--- src/rtl/lesm_pkg.sv ---
// Purpose: Shared constants and types for the lane error and sync monitor.
// Assumes: Eight lanes, byte-wide register port, 12-bit register addresses.
// Notes: Named constants and the one-hot sync state type only.
package lesm_pkg;
   // Structure.
   localparam int LESM_LANES = 8;
   localparam int LESM_CNT_W = 8;
   localparam int LESM_TYPES = 3;
   localparam int LESM_HALF = 4;

   // Register offsets.
   localparam logic [11:0] LESM_ADDR_READBACK = 12'h46b;
   localparam logic [11:0] LESM_ADDR_DISP = 12'h46d;
   localparam logic [11:0] LESM_ADDR_MISS = 12'h46e;
   localparam logic [11:0] LESM_ADDR_STRAY = 12'h46f;
   localparam logic [11:0] LESM_ADDR_CGS = 12'h470;
   localparam logic [11:0] LESM_ADDR_FS = 12'h471;
   localparam logic [11:0] LESM_ADDR_CKS = 12'h472;

   // Field positions of the error control registers.
   localparam int LESM_BIT_CLR_IRQ = 7;
   localparam int LESM_BIT_STOP = 6;
   localparam int LESM_BIT_CLR_CNT = 5;
   localparam int LESM_LANE_HI = 2;
   localparam int LESM_LANE_LO = 0;

   // Field positions of the counter readback selection.
   localparam int LESM_RB_LANE_HI = 6;
   localparam int LESM_RB_LANE_LO = 4;
   localparam int LESM_RB_CNT_HI = 1;
   localparam int LESM_RB_CNT_LO = 0;

   // Positions of the sync interrupt flags.
   localparam int LESM_IRQ_CGS = 0;
   localparam int LESM_IRQ_FS = 1;
   localparam int LESM_IRQ_CKS = 2;

   // Counter type codes.
   localparam logic [1:0] LESM_CNT_DISP = 2'h0;
   localparam logic [1:0] LESM_CNT_MISS = 2'h1;
   localparam logic [1:0] LESM_CNT_STRAY = 2'h2;

   // Reset values.
   localparam logic [7:0] LESM_REG_RST = 8'h00;
   localparam logic [7:0] LESM_LOCK_RST = 8'h00;

   // Resynchronisation states, one-hot.
   typedef enum logic [1:0] {
      LESM_ST_LOCKED = 2'b01,
      LESM_ST_REQUEST = 2'b10
   } lesm_sync_state_t;
endpackage

--- src/rtl/lesm_err_counter.sv ---
// Purpose: One lane's error counter with stop, clear and threshold interrupt.
// Assumes: err_i is a one-cycle strobe per received character in error.
// Notes: The count saturates instead of wrapping so a flood never hides.
`timescale 1ns/1ps
module lesm_err_counter import lesm_pkg::*; #(
   parameter int CNT_W = LESM_CNT_W
) (
   // Clock and reset.
   input wire logic clk_i,
   input wire logic resetn_i,
   // Events and controls.
   input wire logic err_i,
   input wire logic stop_i,
   input wire logic clear_i,
   input wire logic clear_irq_i,
   input wire logic [CNT_W-1:0] limit_i,
   // Results.
   output logic [CNT_W-1:0] count_o,
   output logic over_o,
   output logic irq_o
);
   logic stopped_reg;
   logic [CNT_W-1:0] count_reg;
   logic over_reg;
   logic irq_reg;
   logic over_next;

   // Stop is sticky until reset so a noisy lane cannot creep back in.
   always_ff @(posedge clk_i) begin
      if (!resetn_i) begin
         stopped_reg <= 1'b0;
      end else if (stop_i) begin
         stopped_reg <= 1'b1; // RULE2
      end
   end

   // Count one per errored character while running; clear wins over count.
   always_ff @(posedge clk_i) begin
      if (!resetn_i) begin
         count_reg <= '0;
      end else if (clear_i) begin
         count_reg <= '0; // RULE3
      end else if (err_i && !stopped_reg && (count_reg != {CNT_W{1'b1}})) begin
         count_reg <= count_reg + 1'b1; // RULE19
      end
   end

   // Threshold flag follows the count.
   assign over_next = (count_reg >= limit_i);
   always_ff @(posedge clk_i) begin
      if (!resetn_i) begin
         over_reg <= 1'b0;
      end else begin
         over_reg <= over_next;
      end
   end

   // A new threshold hit wins over a clear.
   always_ff @(posedge clk_i) begin
      if (!resetn_i) begin
         irq_reg <= 1'b0;
      end else if (over_next && !over_reg) begin
         irq_reg <= 1'b1;
      end else if (clear_irq_i) begin
         irq_reg <= 1'b0; // RULE1
      end
   end

   assign count_o = count_reg;
   assign over_o = over_reg;
   assign irq_o = irq_reg;
endmodule

--- src/rtl/lesm_resync.sv ---
// Purpose: Drives the sync request toward the transmitter from lane lock state.
// Assumes: Lock inputs are synchronous levels from the lane receivers.
// Notes: The request is held until every active lane regains code-group lock.
`timescale 1ns/1ps
module lesm_resync import lesm_pkg::*; #(
   parameter int LANES = LESM_LANES
) (
   // Clock and reset.
   input wire logic clk_i,
   input wire logic resetn_i,
   // Lane state.
   input wire logic [LANES-1:0] lane_active_i,
   input wire logic [LANES-1:0] code_group_locked_i,
   input wire logic [LANES-1:0] frame_locked_i,
   // Link control.
   output logic sync_req_n_o,
   output logic resync_start_o
);
   lesm_sync_state_t state_reg;
   lesm_sync_state_t state_next;
   logic [LANES-1:0] frame_prev_reg;
   logic sync_req_n_reg;
   logic start_reg;
   logic cg_lost;
   logic frame_lost;
   logic all_locked;

   assign cg_lost = |(lane_active_i & ~code_group_locked_i);
   assign frame_lost = |(lane_active_i & frame_prev_reg & ~frame_locked_i);
   assign all_locked = (lane_active_i & ~code_group_locked_i) == '0;

   // Falling edge of frame lock only; it is low after release.
   always_ff @(posedge clk_i) begin
      if (!resetn_i) begin
         frame_prev_reg <= '0;
      end else begin
         frame_prev_reg <= frame_locked_i;
      end
   end

   // Next state.
   always_comb begin
      state_next = state_reg;
      case (state_reg)
         LESM_ST_LOCKED: begin
            if (cg_lost || frame_lost) begin
               state_next = LESM_ST_REQUEST; // RULE13 RULE15
            end
         end
         LESM_ST_REQUEST: begin
            if (all_locked) begin
               state_next = LESM_ST_LOCKED;
            end
         end
         default: begin
            state_next = LESM_ST_REQUEST;
         end
      endcase
   end

   // State, request level and start pulse.
   always_ff @(posedge clk_i) begin
      if (!resetn_i) begin
         state_reg <= LESM_ST_REQUEST;
         sync_req_n_reg <= 1'b0;
         start_reg <= 1'b0;
      end else begin
         state_reg <= state_next;
         sync_req_n_reg <= (state_next == LESM_ST_LOCKED); // RULE13
         start_reg <= (state_reg == LESM_ST_LOCKED) && (state_next == LESM_ST_REQUEST);
      end
   end

   assign sync_req_n_o = sync_req_n_reg;
   assign resync_start_o = start_reg;
endmodule

--- src/rtl/lesm_monitor.sv ---
// Purpose: Per-lane error counting, threshold flags and sync status registers.
// Assumes: Byte-wide register port; reads return data one cycle later.
// Notes: Error limit and interrupt enables arrive as plain inputs.
//
// How it works
// RULE1: Disparity bit 7 write clears the addressed lane's interrupt.
// RULE2: Disparity bit 6 write stops the addressed lane's counter.
// RULE3: Disparity bit 5 write zeroes the addressed lane's counter.
// RULE4: Disparity register reads one threshold flag per lane.
// RULE5: Dual link: flag registers show four lanes in the low bits.
// RULE6: Flag registers hold flags only; counts come from the readback.
// RULE7: Table-miss and stray-control registers share these controls.
// RULE8: Bits 2..0 pick the lane for the write-one controls.
// RULE9: Table-miss register reads one threshold flag per lane.
// RULE10: Code-group register reads one lock bit per lane.
// RULE11: A sync register bit 7 write clears its interrupt.
// RULE12: Code-group interrupt flag sits at position 0.
// RULE13: Loss of code-group lock asserts the sync request.
// RULE14: Frame register reads per-lane frame lock as registered one cycle earlier.
// RULE15: Loss of frame lock starts resynchronisation by itself.
// RULE16: Checksum register reads per-lane good checksum; its interrupt sits at position 2.
// RULE17: Enabled disparity threshold drives the interrupt output low.
// RULE18: Software picks lane and counter before reading the count.
// RULE19: Counters count each errored character and hold while stopped.
`timescale 1ns/1ps
module lesm_monitor import lesm_pkg::*; #(
   parameter int LANES = LESM_LANES,
   parameter int CNT_W = LESM_CNT_W
) (
   // Clock and reset.
   input wire logic clk_i,
   input wire logic resetn_i,
   // Register port.
   input wire logic [11:0] reg_addr_i,
   input wire logic [7:0] reg_wdata_i,
   input wire logic reg_wr_i,
   input wire logic reg_rd_i,
   output logic [7:0] reg_rdata_o,
   // Per-lane error strobes.
   input wire logic [LANES-1:0] disp_err_i,
   input wire logic [LANES-1:0] table_miss_i,
   input wire logic [LANES-1:0] stray_control_i,
   // Per-lane status.
   input wire logic [LANES-1:0] lane_active_i,
   input wire logic [LANES-1:0] code_group_locked_i,
   input wire logic [LANES-1:0] frame_locked_i,
   input wire logic [LANES-1:0] config_sum_ok_i,
   // Configuration.
   input wire logic [CNT_W-1:0] error_limit_i,
   input wire logic disparity_irq_enable_i,
   input wire logic table_miss_irq_enable_i,
   input wire logic stray_control_irq_enable_i,
   input wire logic dual_link_i,
   input wire logic link_pick_i,
   // Outputs.
   output logic irq_n_o,
   output logic [2:0] sync_irq_o,
   output logic sync_req_n_o,
   output logic resync_start_o
);
   ////////////////////////////////////////////////////////////////////////////
   // Write decode.

   logic [LESM_TYPES-1:0] ctl_hit;
   logic [2:0] lane_sel;
   logic [LANES-1:0] lane_onehot;
   logic [LESM_TYPES-1:0][LANES-1:0] clr_irq;
   logic [LESM_TYPES-1:0][LANES-1:0] stop_cnt;
   logic [LESM_TYPES-1:0][LANES-1:0] clr_cnt;
   logic [LESM_TYPES-1:0][LANES-1:0] err_bus;

   // One decode serves all three error control registers.
   assign ctl_hit[LESM_CNT_DISP] = reg_wr_i && (reg_addr_i == LESM_ADDR_DISP);
   assign ctl_hit[LESM_CNT_MISS] = reg_wr_i && (reg_addr_i == LESM_ADDR_MISS); // RULE7
   assign ctl_hit[LESM_CNT_STRAY] = reg_wr_i && (reg_addr_i == LESM_ADDR_STRAY); // RULE7
   assign lane_sel = reg_wdata_i[LESM_LANE_HI:LESM_LANE_LO]; // RULE8

   // Error strobes grouped by counter type code.
   assign err_bus[LESM_CNT_DISP] = disp_err_i;
   assign err_bus[LESM_CNT_MISS] = table_miss_i;
   assign err_bus[LESM_CNT_STRAY] = stray_control_i;

   ////////////////////////////////////////////////////////////////////////////
   // Counters, one per lane and error type.

   logic [CNT_W-1:0] cnt_all [LESM_TYPES][LANES];
   logic [LESM_TYPES-1:0][LANES-1:0] over_all;
   logic [LESM_TYPES-1:0][LANES-1:0] irq_all;

   genvar gl;
   genvar gt;
   generate
      for (gl = 0; gl < LANES; gl++) begin : g_lane
         // Lane address compare shared by every type.
         assign lane_onehot[gl] = (lane_sel == 3'(gl)); // RULE8
         for (gt = 0; gt < LESM_TYPES; gt++) begin : g_type
            assign clr_irq[gt][gl] = ctl_hit[gt] && lane_onehot[gl]
               && reg_wdata_i[LESM_BIT_CLR_IRQ]; // RULE1 RULE7
            assign stop_cnt[gt][gl] = ctl_hit[gt] && lane_onehot[gl]
               && reg_wdata_i[LESM_BIT_STOP]; // RULE2 RULE7
            assign clr_cnt[gt][gl] = ctl_hit[gt] && lane_onehot[gl]
               && reg_wdata_i[LESM_BIT_CLR_CNT]; // RULE3 RULE7
            lesm_err_counter #(
               .CNT_W(CNT_W)
            ) u_cnt (
               .clk_i(clk_i),
               .resetn_i(resetn_i),
               .err_i(err_bus[gt][gl]),
               .stop_i(stop_cnt[gt][gl]),
               .clear_i(clr_cnt[gt][gl]),
               .clear_irq_i(clr_irq[gt][gl]),
               .limit_i(error_limit_i),
               .count_o(cnt_all[gt][gl]),
               .over_o(over_all[gt][gl]),
               .irq_o(irq_all[gt][gl])
            );
         end
      end
   endgenerate

   ////////////////////////////////////////////////////////////////////////////
   // Counter readback selection.

   logic [2:0] rb_lane_reg;
   logic [1:0] rb_cnt_reg;

   // Selection must be written before the count is read back.
   always_ff @(posedge clk_i) begin
      if (!resetn_i) begin
         rb_lane_reg <= LESM_REG_RST[2:0];
         rb_cnt_reg <= LESM_REG_RST[1:0];
      end else if (reg_wr_i && (reg_addr_i == LESM_ADDR_READBACK)) begin
         rb_lane_reg <= reg_wdata_i[LESM_RB_LANE_HI:LESM_RB_LANE_LO]; // RULE18
         rb_cnt_reg <= reg_wdata_i[LESM_RB_CNT_HI:LESM_RB_CNT_LO]; // RULE18
      end
   end

   ////////////////////////////////////////////////////////////////////////////
   // Sync status interrupts.

   logic [LANES-1:0] cg_prev_reg;
   logic [LANES-1:0] fs_prev_reg;
   logic [LANES-1:0] cks_prev_reg;
   logic [2:0] sync_irq_reg;
   logic [2:0] sync_set;
   logic [2:0] sync_clr;

   // Previous lock levels for falling-edge detection.
   always_ff @(posedge clk_i) begin
      if (!resetn_i) begin
         cg_prev_reg <= LESM_LOCK_RST;
         fs_prev_reg <= LESM_LOCK_RST;
         cks_prev_reg <= LESM_LOCK_RST;
      end else begin
         cg_prev_reg <= code_group_locked_i;
         fs_prev_reg <= frame_locked_i;
         cks_prev_reg <= config_sum_ok_i;
      end
   end

   // A lost lock or checksum on any active lane raises its flag.
   assign sync_set[LESM_IRQ_CGS] = |(lane_active_i & cg_prev_reg & ~code_group_locked_i);
   assign sync_set[LESM_IRQ_FS] = |(lane_active_i & fs_prev_reg & ~frame_locked_i);
   assign sync_set[LESM_IRQ_CKS] = |(lane_active_i & cks_prev_reg & ~config_sum_ok_i);
   // The three sync registers sit at consecutive offsets in flag order.
   genvar gs;
   generate
      for (gs = 0; gs < $bits(sync_clr); gs++) begin : g_sync_clr
         assign sync_clr[gs] = reg_wr_i && (reg_addr_i == 12'(LESM_ADDR_CGS + gs))
            && reg_wdata_i[LESM_BIT_CLR_IRQ]; // RULE11
      end
   endgenerate

   // Sticky flags; a new event in the clearing cycle is kept. RULE12 RULE16
   always_ff @(posedge clk_i) begin
      if (!resetn_i) begin
         sync_irq_reg <= LESM_REG_RST[2:0];
      end else begin
         sync_irq_reg <= sync_set | (sync_irq_reg & ~sync_clr); // RULE11
      end
   end

   ////////////////////////////////////////////////////////////////////////////
   // Interrupt output.

   logic irq_n_reg;

   // Pulled low while any enabled threshold interrupt is pending.
   always_ff @(posedge clk_i) begin
      if (!resetn_i) begin
         irq_n_reg <= 1'b1;
      end else begin
         irq_n_reg <= !((disparity_irq_enable_i && |irq_all[LESM_CNT_DISP]) // RULE17
            || (table_miss_irq_enable_i && |irq_all[LESM_CNT_MISS])
            || (stray_control_irq_enable_i && |irq_all[LESM_CNT_STRAY]));
      end
   end

   ////////////////////////////////////////////////////////////////////////////
   // Read data.

   // In dual link mode each link sees only its own four lanes in the low bits.
   function automatic logic [7:0] link_view(input logic [7:0] flags);
      logic [7:0] v;
      v = flags;
      if (dual_link_i) begin
         v = link_pick_i ? {4'h0, flags[7:LESM_HALF]} : {4'h0, flags[LESM_HALF-1:0]}; // RULE5
      end
      return v;
   endfunction

   logic [7:0] rdata_next;
   logic [7:0] rdata_reg;

   // Flag registers carry flags only; counts come through the readback. RULE6
   always_comb begin
      rdata_next = LESM_REG_RST;
      case (reg_addr_i)
         LESM_ADDR_READBACK: begin
            if (rb_cnt_reg <= LESM_CNT_STRAY) begin
               rdata_next = cnt_all[rb_cnt_reg][rb_lane_reg][7:0]; // RULE6
            end
         end
         LESM_ADDR_DISP: begin
            rdata_next = link_view(over_all[LESM_CNT_DISP]); // RULE4
         end
         LESM_ADDR_MISS: begin
            rdata_next = link_view(over_all[LESM_CNT_MISS]); // RULE9
         end
         LESM_ADDR_STRAY: begin
            rdata_next = link_view(over_all[LESM_CNT_STRAY]);
         end
         LESM_ADDR_CGS: begin
            rdata_next = link_view(cg_prev_reg); // RULE10
         end
         LESM_ADDR_FS: begin
            rdata_next = link_view(fs_prev_reg); // RULE14
         end
         LESM_ADDR_CKS: begin
            rdata_next = link_view(cks_prev_reg); // RULE16
         end
         default: begin
            rdata_next = LESM_REG_RST;
         end
      endcase
   end

   // Read data is registered and holds until the next read.
   always_ff @(posedge clk_i) begin
      if (!resetn_i) begin
         rdata_reg <= LESM_REG_RST;
      end else if (reg_rd_i) begin
         rdata_reg <= rdata_next;
      end
   end

   ////////////////////////////////////////////////////////////////////////////
   // Resynchronisation.

   logic sync_req_n_w;
   logic resync_start_w;

   lesm_resync #(
      .LANES(LANES)
   ) u_resync (
      .clk_i(clk_i),
      .resetn_i(resetn_i),
      .lane_active_i(lane_active_i),
      .code_group_locked_i(code_group_locked_i),
      .frame_locked_i(frame_locked_i),
      .sync_req_n_o(sync_req_n_w),
      .resync_start_o(resync_start_w)
   );

   assign reg_rdata_o = rdata_reg;
   assign irq_n_o = irq_n_reg;
   assign sync_irq_o = sync_irq_reg;
   assign sync_req_n_o = sync_req_n_w;
   assign resync_start_o = resync_start_w;
endmodule

--- config.mk ---
export PLATFORM = sky130hd
export DESIGN_NAME = lesm_monitor
export DESIGN_NICKNAME = d
export VERILOG_FILES = /design/src/rtl/lesm_pkg.sv /design/src/rtl/lesm_err_counter.sv /design/src/rtl/lesm_resync.sv /design/src/rtl/lesm_monitor.sv
export SDC_FILE = /design/constraint.sdc
export NUM_CORES = 1
export LEC_CHECK = 0
export BUFFER_PORTS_ARGS = -buffer_cell sky130_fd_sc_hd__buf_2
export CORE_AREA = 2 2 176 178
export DETAILED_ROUTE_END_ITERATION = 8
export DIE_AREA = 0 0 178 180
export GPL_ROUTABILITY_DRIVEN = 0
export PLACE_DENSITY = 0.81
export SYNTH_ARGS = -nofsm -noshare
export SYNTH_HDL_FRONTEND = slang
export SYNTH_SLANG_ARGS = --single-unit
export TNS_END_PERCENT = 30
--- constraint.sdc ---
create_clock -name clk_i -period 6.65 [get_ports clk_i]
set_clock_uncertainty 0.15 [all_clocks]
set_input_delay 0.3325 -clock clk_i [delete_from_list [all_inputs] [get_ports clk_i]]
set_output_delay 0.3325 -clock clk_i [all_outputs]
set_load 0.02 [all_outputs]
# After elaboration in Yosys (flattened, before gate mapping)
# Index checks and enable logic that the tools add are counted.
[word_totals]
register_bits = 309
[classes]
n_addsub = 24
n_lt_le_gt_ge = 27
n_eq_ne = 42
muxes = 71
bitwise = 16
reduce_logical = 291
[ops]
columns = ["cell", "n"]
rows = [
  ["$add 8x1->8 const B", 24],
  ["$ge 8x8->1", 24],
  ["$ne 8x8->1 const B", 24],
  ["$logic_and 1x1->1", 182],
  ["$bmux 64 s2", 1],
  ["$mux 64", 2],
  ["$eq 12x11->1 const B", 7],
  ["$mux 8", 9],
  ["$and 8x8->8", 7],
  ["$pmux 8 s7", 1],
  ["$reduce_or 8->1", 7],
  ["$logic_not 1->1", 49],
  ["$mux 1", 48],
  ["$reduce_bool 2->1", 24],
  ["$reduce_or 2->1", 24],
  ["$bmux 8 s3", 1],
  ["$mux 4", 6],
  ["$not 8->8", 3],
  ["$eq 3x3->1 const B", 4],
  ["$logic_not 8->1", 1],
  ["$eq 3x2->1 const B", 2],
  ["$eq 2x1->1 const B", 2],
  ["$eq 2x2->1 const B", 2],
  ["$ge 4x4->1 const B", 1],
  ["13 further kinds", 16],
]

# Longest topological paths before layout
# Gate-level depths: netlist of the first run.
[depth]
word_depth = 9
depth_mapped = 9

# Cells and area by module
# Synthesis of the first run repeated with hierarchy kept, for this count alone.
[unflattened]
cells_unflattened = 2624
area_unflattened_um2 = 21823.4
[by_module_without_submodules]
columns = ["mod", "instances", "cells_per_inst", "area_per_inst_um2"]
rows = [
  ["lesm_err_counter", 24, 79, 698.2],
  ["lesm_monitor", 1, 662, 4505.6],
  ["lesm_resync", 1, 66, 561.8],
]

# Least setup slack after synthesis of the first run
# OpenSTA, ideal clock, no wires.
[synth_path]
kind = "input -> register"
startpoint = "in reg_addr_i[9]"
endpoint = "reg rdata_reg[1] (netlist: reg_rdata_o[1])"
arrival_time_ps = 2212
required_ps = 6427
slack_ps = 4215
cell_stages = 6
path_cell_list = "or4b_4 or4_4 a211o_1 a41oi_1 and4b_1 o21ai_2"
[synth_between]
elab_chain_cells = 2
word_cells_on_any_way = 8
classes_between = "7 x eq/ne; 1 x mux"
[synth_lines]
columns = ["element", "line", "text"]
rows = [
  ["from (decl)", "lesm_monitor.sv:34", "input wire logic [11:0] reg_addr_i,"],
  ["$eq 12x11->1", "lesm_monitor.sv:218", "case (reg_addr_i)"],
  ["$pmux 8 s7 *", "lesm_monitor.sv:218", ""],
  ["to (signal assigned)", "lesm_monitor.sv:253", "rdata_reg <= rdata_next;"],
  ["to (decl)", "lesm_monitor.sv:213", "logic [7:0] rdata_reg;"],
]
# Mark *: on every way between the ends. The rest lies on a longest branch, timed or not.
# A chain may end at the register's enable or synchronous reset.

# Final worst setup path of the first run
[layout_path]
startpoint = "in reg_addr_i[1]"
endpoint = "reg g_lane[7].g_type[1].u_cnt.stopped_reg"
[layout_between]
elab_chain_cells = 4
[layout_lines]
columns = ["element", "line", "text"]
rows = [
  ["$eq 12x11->1", "lesm_monitor.sv:74", "assign ctl_hit[LESM_CNT_MISS] = reg_wr_i && (reg_addr_i == LESM_ADDR_MISS);"],
  ["$logic_and 1x1->1", "lesm_monitor.sv:74", ""],
  ["$logic_and 1x1->1", "lesm_monitor.sv:99", "assign stop_cnt[gt][gl] = ctl_hit[gt] && lane_onehot[gl]"],
  ["$logic_and 1x1->1", "lesm_monitor.sv:100", "&& reg_wdata_i[LESM_BIT_STOP];"],
  ["to (signal assigned)", "lesm_err_counter.sv:31", "stopped_reg <= 1'b0;"],
  ["to (signal assigned)", "lesm_err_counter.sv:33", "stopped_reg <= 1'b1;"],
  ["to (decl)", "lesm_err_counter.sv:22", "logic stopped_reg;"],
]
# Every way passes these cells.

==> results.toml, run 1 <==
[run_status]
status = "completed"

[finish]
num-nets-final = 2591
layout-drive-gt1-share_pct = 9.24
syn2layout_area_growth_pct = 13.1
final_util_pct = 70.0
regArea_um2 = 6190
largest_reg_flops = 192
layout_commonest_cell = "dfxtp_1"
final_cell_mix = "dfxtp_1 (309), nor2_1 (282), ha_1 (218), nand4_1 (149), xor2_1 (129)"
multi_input_area_um2 = 12000
fill_cells = 2285

[route]
drt-initial-drc-count = 2047
wl_per_cell_um = 22.4
vias = 18200
drtAntennaViolNets = 0
via_per_inst = 6.73
first_pass_iters = 6
drc = 0
routed_wl_mm = 60.5

[cts]
htreeDepth = 2
post_cts_resized = 0
cts_made_buffers = 35
cts_setup_buffers = 0
clock_latency_ps = 520
clockBufferDepth = 3
cts.sinks = 309
clk_pin_slew_ps = 60
cts_tree = "built"
clockRootBuffer = "clkbuf_16"

[global_route]
grt_max_degree = 68
track_usage_pct = 37.0
antenna_found_initial = 6
grt_overflow = 0
grt_pass1_wl_mm = 93.2
grt_pass1_vias = 17400

[yosys]
synth-seq-area-share_pct = 33.1
synth_cells = 2156
synth_area_um2 = 18700
synthArstFlopShare_pct = 0
ys.flop_type = "dfxtp_1"
synth_seq_cells = 309
postSynthAreaPerCell_um2 = 8.67
synth_top_cell_by_area = "dfxtp_1"
synth_cell_types = 70
ys_top_cells_by_area = "dfxtp_1 (33%), ha_1 (15%), xor2_1 (6.0%)"
synth_edf_count = 0
syn-num-nets = 2467
yosysWarnings = 0
synth_top_cell_area_share_pct = 33.1

[hold_path]
hold_class = "in -> reg"
min_to = "reg_rdata_o[2]$_SDFFE_PN0P_"
hold_depth = 3
holdCritStartpoint = "reg_rd_i"

[critical_path]
path_max_fanout = 21
crit_type = "in -> reg"
ff2ff_setup_slack_ps = 3340
arrival_ps = 3690
cp_slowest_stage_delay_ps = 1160
worst_path_dominant_cell_family = "simple AND/OR/NAND/NOR gates"
path_buf_inv = 1
slowest_stage = "nor2_1"
path_cells = "buf_2 -> nor2b_1 -> nand3_1 -> nor2_1 -> a21oi_1 -> nor2_1"
reg2reg_depth = 7
r2r_end = "reg_rdata_o[0]$_SDFFE_PN0P_"
required_ps = 6940
crit_top_cell = "nor2_1"
cp-start-kind = "primary input"
r2r-start = "rb_lane_reg[0]$_SDFFE_PN0P_"
endpoint_kind = "flip-flop"

[timing]
fmax_mhz = 295
hold_viol = 0
drv_slew = 0
period_share_pct = 51.1
max_slew_margin_pct = 7.02
rsz0062_at_grt = "no"
setup_viol = 0
worst_slack_ps = 3250
tns_ps = 0
tightest_slew_ps = 1380
finalCriticalPeriod_ps = 3400

[placement]
place_ws_ps = 3060
dp_hpwl_mm = 41.5
place.port_buffers = 105

[floorplan]
initial_utilization_pct = 61.9
io_pins = 107
fp.dieH_um = 180
rows = 64
fp.dieW_um = 178
die_area_um2 = 32000
coreArea_um2 = 30200

[pwr]
ir_drop_v = 0.000230
p_leak_nw = 9.09
power_density_nw_per_um2 = 213

[flow_run]
max_cap_viol_count = 0
[power by group]
| part | switching (mW) | total, mW | internal [mW] |
|---|---|---|---|
| Combinational | 0.283 | 0.482 | 0.198 |
| Clock | 0.790 | 2.05 | 1.26 |
| Sequential | 0.0758 | 1.98 | 1.90 |
| Total | 1.15 | 4.51 | 3.36 |
[area by class of cell]
class / instances / area share [%]
Antenna cell: 4 / 0.0473
Clock buffer: 52 / 5.21
Clock inverter: 9 / 0.580
Inverter: 59 / 1.05
Multi-Input combinational cell: 1721 / 56.9
Sequential cell: 309 / 29.3
Tap cell: 396 / 2.34
Timing Repair Buffer: 154 / 4.57
[stage by stage]
| stage | power [mW] | cell area, µm² | instances | hold WS [ps] |
|---|---|---|---|---|
| final | 4.51 | 21100 | 2704 | 57.3 |
| after global routing | 4.64 | 21100 | 2702 | 82.4 |
| after CTS | 4.49 | 21100 | 2700 | 44.5 |
| after detailed placement | 2.46 | 19600 | 2611 | 291 |
| after global placement | 2.43 | 19600 | 2611 | 282 |
| after floorplan | 2.30 | 18700 | 2156 | 266 |
[worst min-delay path, cell delays in order]
cell and delay (ps):
buf_2 130, o211ai_1 100, a221oi_1 100
[synth_stat cells, types with 4 or more instances]
library cell,instances
nand3b_1,20
a21oi_1,119
o221ai_1,14
clkbuf_1,52
ha_1,218
dfxtp_1,309
o211ai_1,22
nand2_1,112
nor2b_1,12
xor2_1,129
buf_1,11
o22ai_1,48
a22oi_1,11
xnor2_1,26
nand4_1,149
nor2_1,282
mux2i_1,50
o31ai_1,14
nor4_1,12
nand2b_1,53
nand4b_1,17
buf_2,4
a311oi_1,17
and2_1,28
a21o_1,52
mux4_2,6
inv_1,58
a22o_1,8
o2111ai_1,11
a221oi_1,11
mux2_2,12
nor3_1,8
nor3b_1,10
nand3_1,60
and3_1,57
o21ai_1,24
o21ai_0,44
or3_1,14
[cell families (layout without fill, tap and decap cells)]
logic type | Yosys count | in the layout | share of synthesized area (%)
simple gates | 852 | 852 | 23.4
xor+xnor | 155 | 155 | 7.26
flops | 309 | 309 | 33.1
compound gates | 428 | 428 | 14.9
fa+ha+maj | 218 | 218 | 14.6
other cells | 0 | 4 | 0
buf+inv | 126 | 274 | 2.56
mux | 68 | 68 | 4.12
[timing repair]
| action | in CTS | in global routing |
|---|---|---|
| hold endpoints to repair | 27 | 0 |
| hold buffers | 28 | 0 |
| setup endpoints to repair | 0 | 0 |
[metal layers]
layer  vias up  track usage, %  wire length [µm]
met1      8530            45.8             23000
li1       8237               -                 -
met5         -               0                31
met4         4            24.0              4440
met2      1133            56.9             25900
met3       297            9.35              7070
[worst max path at each step]
stage	endpoint	slack (ps)	from	cells after the start
finish	g_lane[7].g_type[1].u_cnt.stopped_reg$_SDFFE_PN0P_	3250	reg_addr_i[1]	6
global route	reg_rdata_o[2]$_SDFFE_PN0P_	3170	rb_lane_reg[1]$_SDFFE_PN0P_	7
detailed placement	g_lane[3].g_type[1].u_cnt.stopped_reg$_SDFFE_PN0P_	3060	reg_addr_i[9]	8
floorplan	reg_rdata_o[1]$_SDFFE_PN0P_	4220	reg_addr_i[9]	6
CTS	reg_rdata_o[2]$_SDFFE_PN0P_	3520	rb_lane_reg[1]$_SDFFE_PN0P_	7
global placement	g_lane[3].g_type[1].u_cnt.stopped_reg$_SDFFE_PN0P_	3080	reg_addr_i[9]	8
No activity file was read; power rests on OpenSTA's default activity.
==> run 2: changes to the inputs <==
--- a/config.mk
+++ b/config.mk
@@ -6,11 +6,11 @@
 export NUM_CORES = 1
 export LEC_CHECK = 0
 export BUFFER_PORTS_ARGS = -buffer_cell sky130_fd_sc_hd__buf_2
-export CORE_AREA = 2 2 176 178
+export CORE_AREA = 2 2 177 179
 export DETAILED_ROUTE_END_ITERATION = 8
-export DIE_AREA = 0 0 178 180
+export DIE_AREA = 0 0 179 181
 export GPL_ROUTABILITY_DRIVEN = 0
-export PLACE_DENSITY = 0.81
+export PLACE_DENSITY = 0.8
 export SYNTH_ARGS = -nofsm -noshare
 export SYNTH_HDL_FRONTEND = slang
 export SYNTH_SLANG_ARGS = --single-unit
==> constraint.sdc (replaced) <==
create_clock -name clk_i -period 3.4 [get_ports clk_i]
set_clock_uncertainty 0.15 [all_clocks]
set_input_delay 0.17 -clock clk_i [delete_from_list [all_inputs] [get_ports clk_i]]
set_output_delay 0.17 -clock clk_i [all_outputs]
set_load 0.02 [all_outputs]
==> results.toml, run 2 (synthesized netlist as in run 1, its figures left out) <==
[run_status]
status = "completed"

[cts]
cts.sinks = 309
clock_latency_ps = 530
clockBufferDepth = 3
cts_setup_buffers = 0
clk_pin_slew_ps = 60
cts_made_buffers = 35
clockRootBuffer = "clkbuf_16"
htreeDepth = 2
cts_tree = "built"

[finish]
layout_commonest_cell = "dfxtp_1"
num-nets-final = 2674
layout-drive-gt1-share_pct = 10.9
final_cell_mix = "dfxtp_1 (309), nor2_1 (282), ha_1 (218), nand4_1 (149), xor2_1 (129)"
syn2layout_area_growth_pct = 17.1
largest_reg_flops = 192

[timing]
rsz0062_at_grt = "no"
hold_viol = 0
tightest_slew_ps = 1160
max_slew_margin_pct = 22.0
finalCriticalPeriod_ps = 3360
tns_ps = 0
drv_slew = 0
setup_viol = 0
fmax_mhz = 298
period_share_pct = 98.7

[placement]
dp_hpwl_mm = 44.0
place.port_buffers = 105

[flow_run]
max_cap_viol_count = 0

[critical_path]
cp-start-kind = "flip-flop"
endpoint_kind = "flip-flop"
path_cells = "inv_1 -> buf_4 -> o221ai_1 -> o21bai_1 -> o211ai_1 -> a221oi_1 -> a221oi_1 -> dlygate4sd3_1"
path_max_fanout = 20
cp_slowest_stage_delay_ps = 680
ff2ff_setup_slack_ps = 40
arrival_ps = 3620
crit_start = "rb_cnt_reg[1]$_SDFFE_PN0P_"
crit_type = "reg -> reg"
required_ps = 3670
worst_path_dominant_cell_family = "compound AO/OA/AOI/OAI gates"
r2r_end = "reg_rdata_o[2]$_SDFFE_PN0P_"
path_buf_inv = 3
r2r-start = "rb_cnt_reg[1]$_SDFFE_PN0P_"
path_depth = 8
crit_top_cell = "a221oi_1"
cp-endpoint = "reg_rdata_o[2]$_SDFFE_PN0P_"
reg2reg_depth = 8
slowest_stage = "dfxtp_1"

[pwr]
power_mw = 8.92
power_density_nw_per_um2 = 408
ir_drop_v = 0.000270
p_leak_nw = 9.51

[global_route]
grt_pass1_vias = 18200
grt_pass1_wl_mm = 98.7
grt_overflow = 0
grt_max_degree = 67
track_usage_pct = 39.0
antenna_found_initial = 3

[route]
drt-initial-drc-count = 2217
wl_per_cell_um = 22.9
vias = 18700
drtAntennaViolNets = 0
via_per_inst = 6.71
drc = 0
first_pass_iters = 8
routed_wl_mm = 63.8

[floorplan]
fp.dieH_um = 181
die_area_um2 = 32400
io_pins = 107
rows = 64
initial_utilization_pct = 61.6
coreArea_um2 = 30300
fp.dieW_um = 179

[hold_path]
hold_class = "in -> reg"
run 2: worst min-delay path by stage:
stage | cells after the start | end | start
final | 5 | g_lane[0].g_type[1].u_cnt.count_o[0]$_SDFFE_PP0P_ | table_miss_i[0]
after global routing | 3 | reg_rdata_o[4]$_SDFFE_PN0P_ | dual_link_i
after CTS | 3 | reg_rdata_o[4]$_SDFFE_PN0P_ | dual_link_i
after detailed placement | 2 | u_resync.frame_prev_reg[6]$_SDFF_PN0_ | frame_locked_i[6]
after global placement | 2 | cks_prev_reg[6]$_SDFF_PN0_ | config_sum_ok_i[6]
after floorplan | 1 | cg_prev_reg[0]$_SDFF_PN0_ | code_group_locked_i[0]
run 2: cell type report:
class / instances / area (µm²)
diodes: 3 / 7.51
fillers: 2243 / 8460
multi-input cells: 1721 / 12000
clock buffers: 49 / 1010
inverters: 59 / 221
well taps: 396 / 495
repair buffers: 237 / 1730
flip-flops and latches: 309 / 6190
clock inverters: 13 / 199
run 2: repair_timing:
| item | CTS | global route |
|---|---|---|
| resized for setup | 0 | 1 |
| hold buffers | 59 | 0 |
| endpoints found under the setup margin | 0 | 1 |
| endpoints found under the hold margin | 41 | 0 |
run 2: report_power, final:
| group | internal [mW] | switching, mW | leakage [nW] |
|---|---|---|---|
| registers | 3.71 | 0.152 | 2.51 |
| clock network | 2.46 | 1.57 | 0.589 |
| logic | 0.443 | 0.582 | 6.41 |
run 2: tightest hold or removal path, cell delays in order:
cell and delay [ps]:
buf_2 90, inv_1 40, a311oi_1 120, xnor2_1 170, nor2_1 40
run 2: routing by layer:
| layer | part of all wire, % | GRT usage, % |
|---|---|---|
| met5 | 0.022 | 0 |
| met4 | 7.6 | 24.6 |
| met3 | 12 | 11.1 |
| met2 | 43 | 60.3 |
| met1 | 37 | 47.4 |
run 2: through the flow:
stage                     hold slack, ps  std cells  util [%]  setup WS, ps  instance area (µm²)
final                               3.18       2787      72.1          44.0                21900
after global placement               237       2663      66.2           696                20100
after global routing                20.5       2786      72.1          22.2                21900
after detailed placement             240       2663      66.2           680                20100
after CTS                           1.31       2784      72.1           214                21900
after floorplan                      142       2156         -          1130                18700
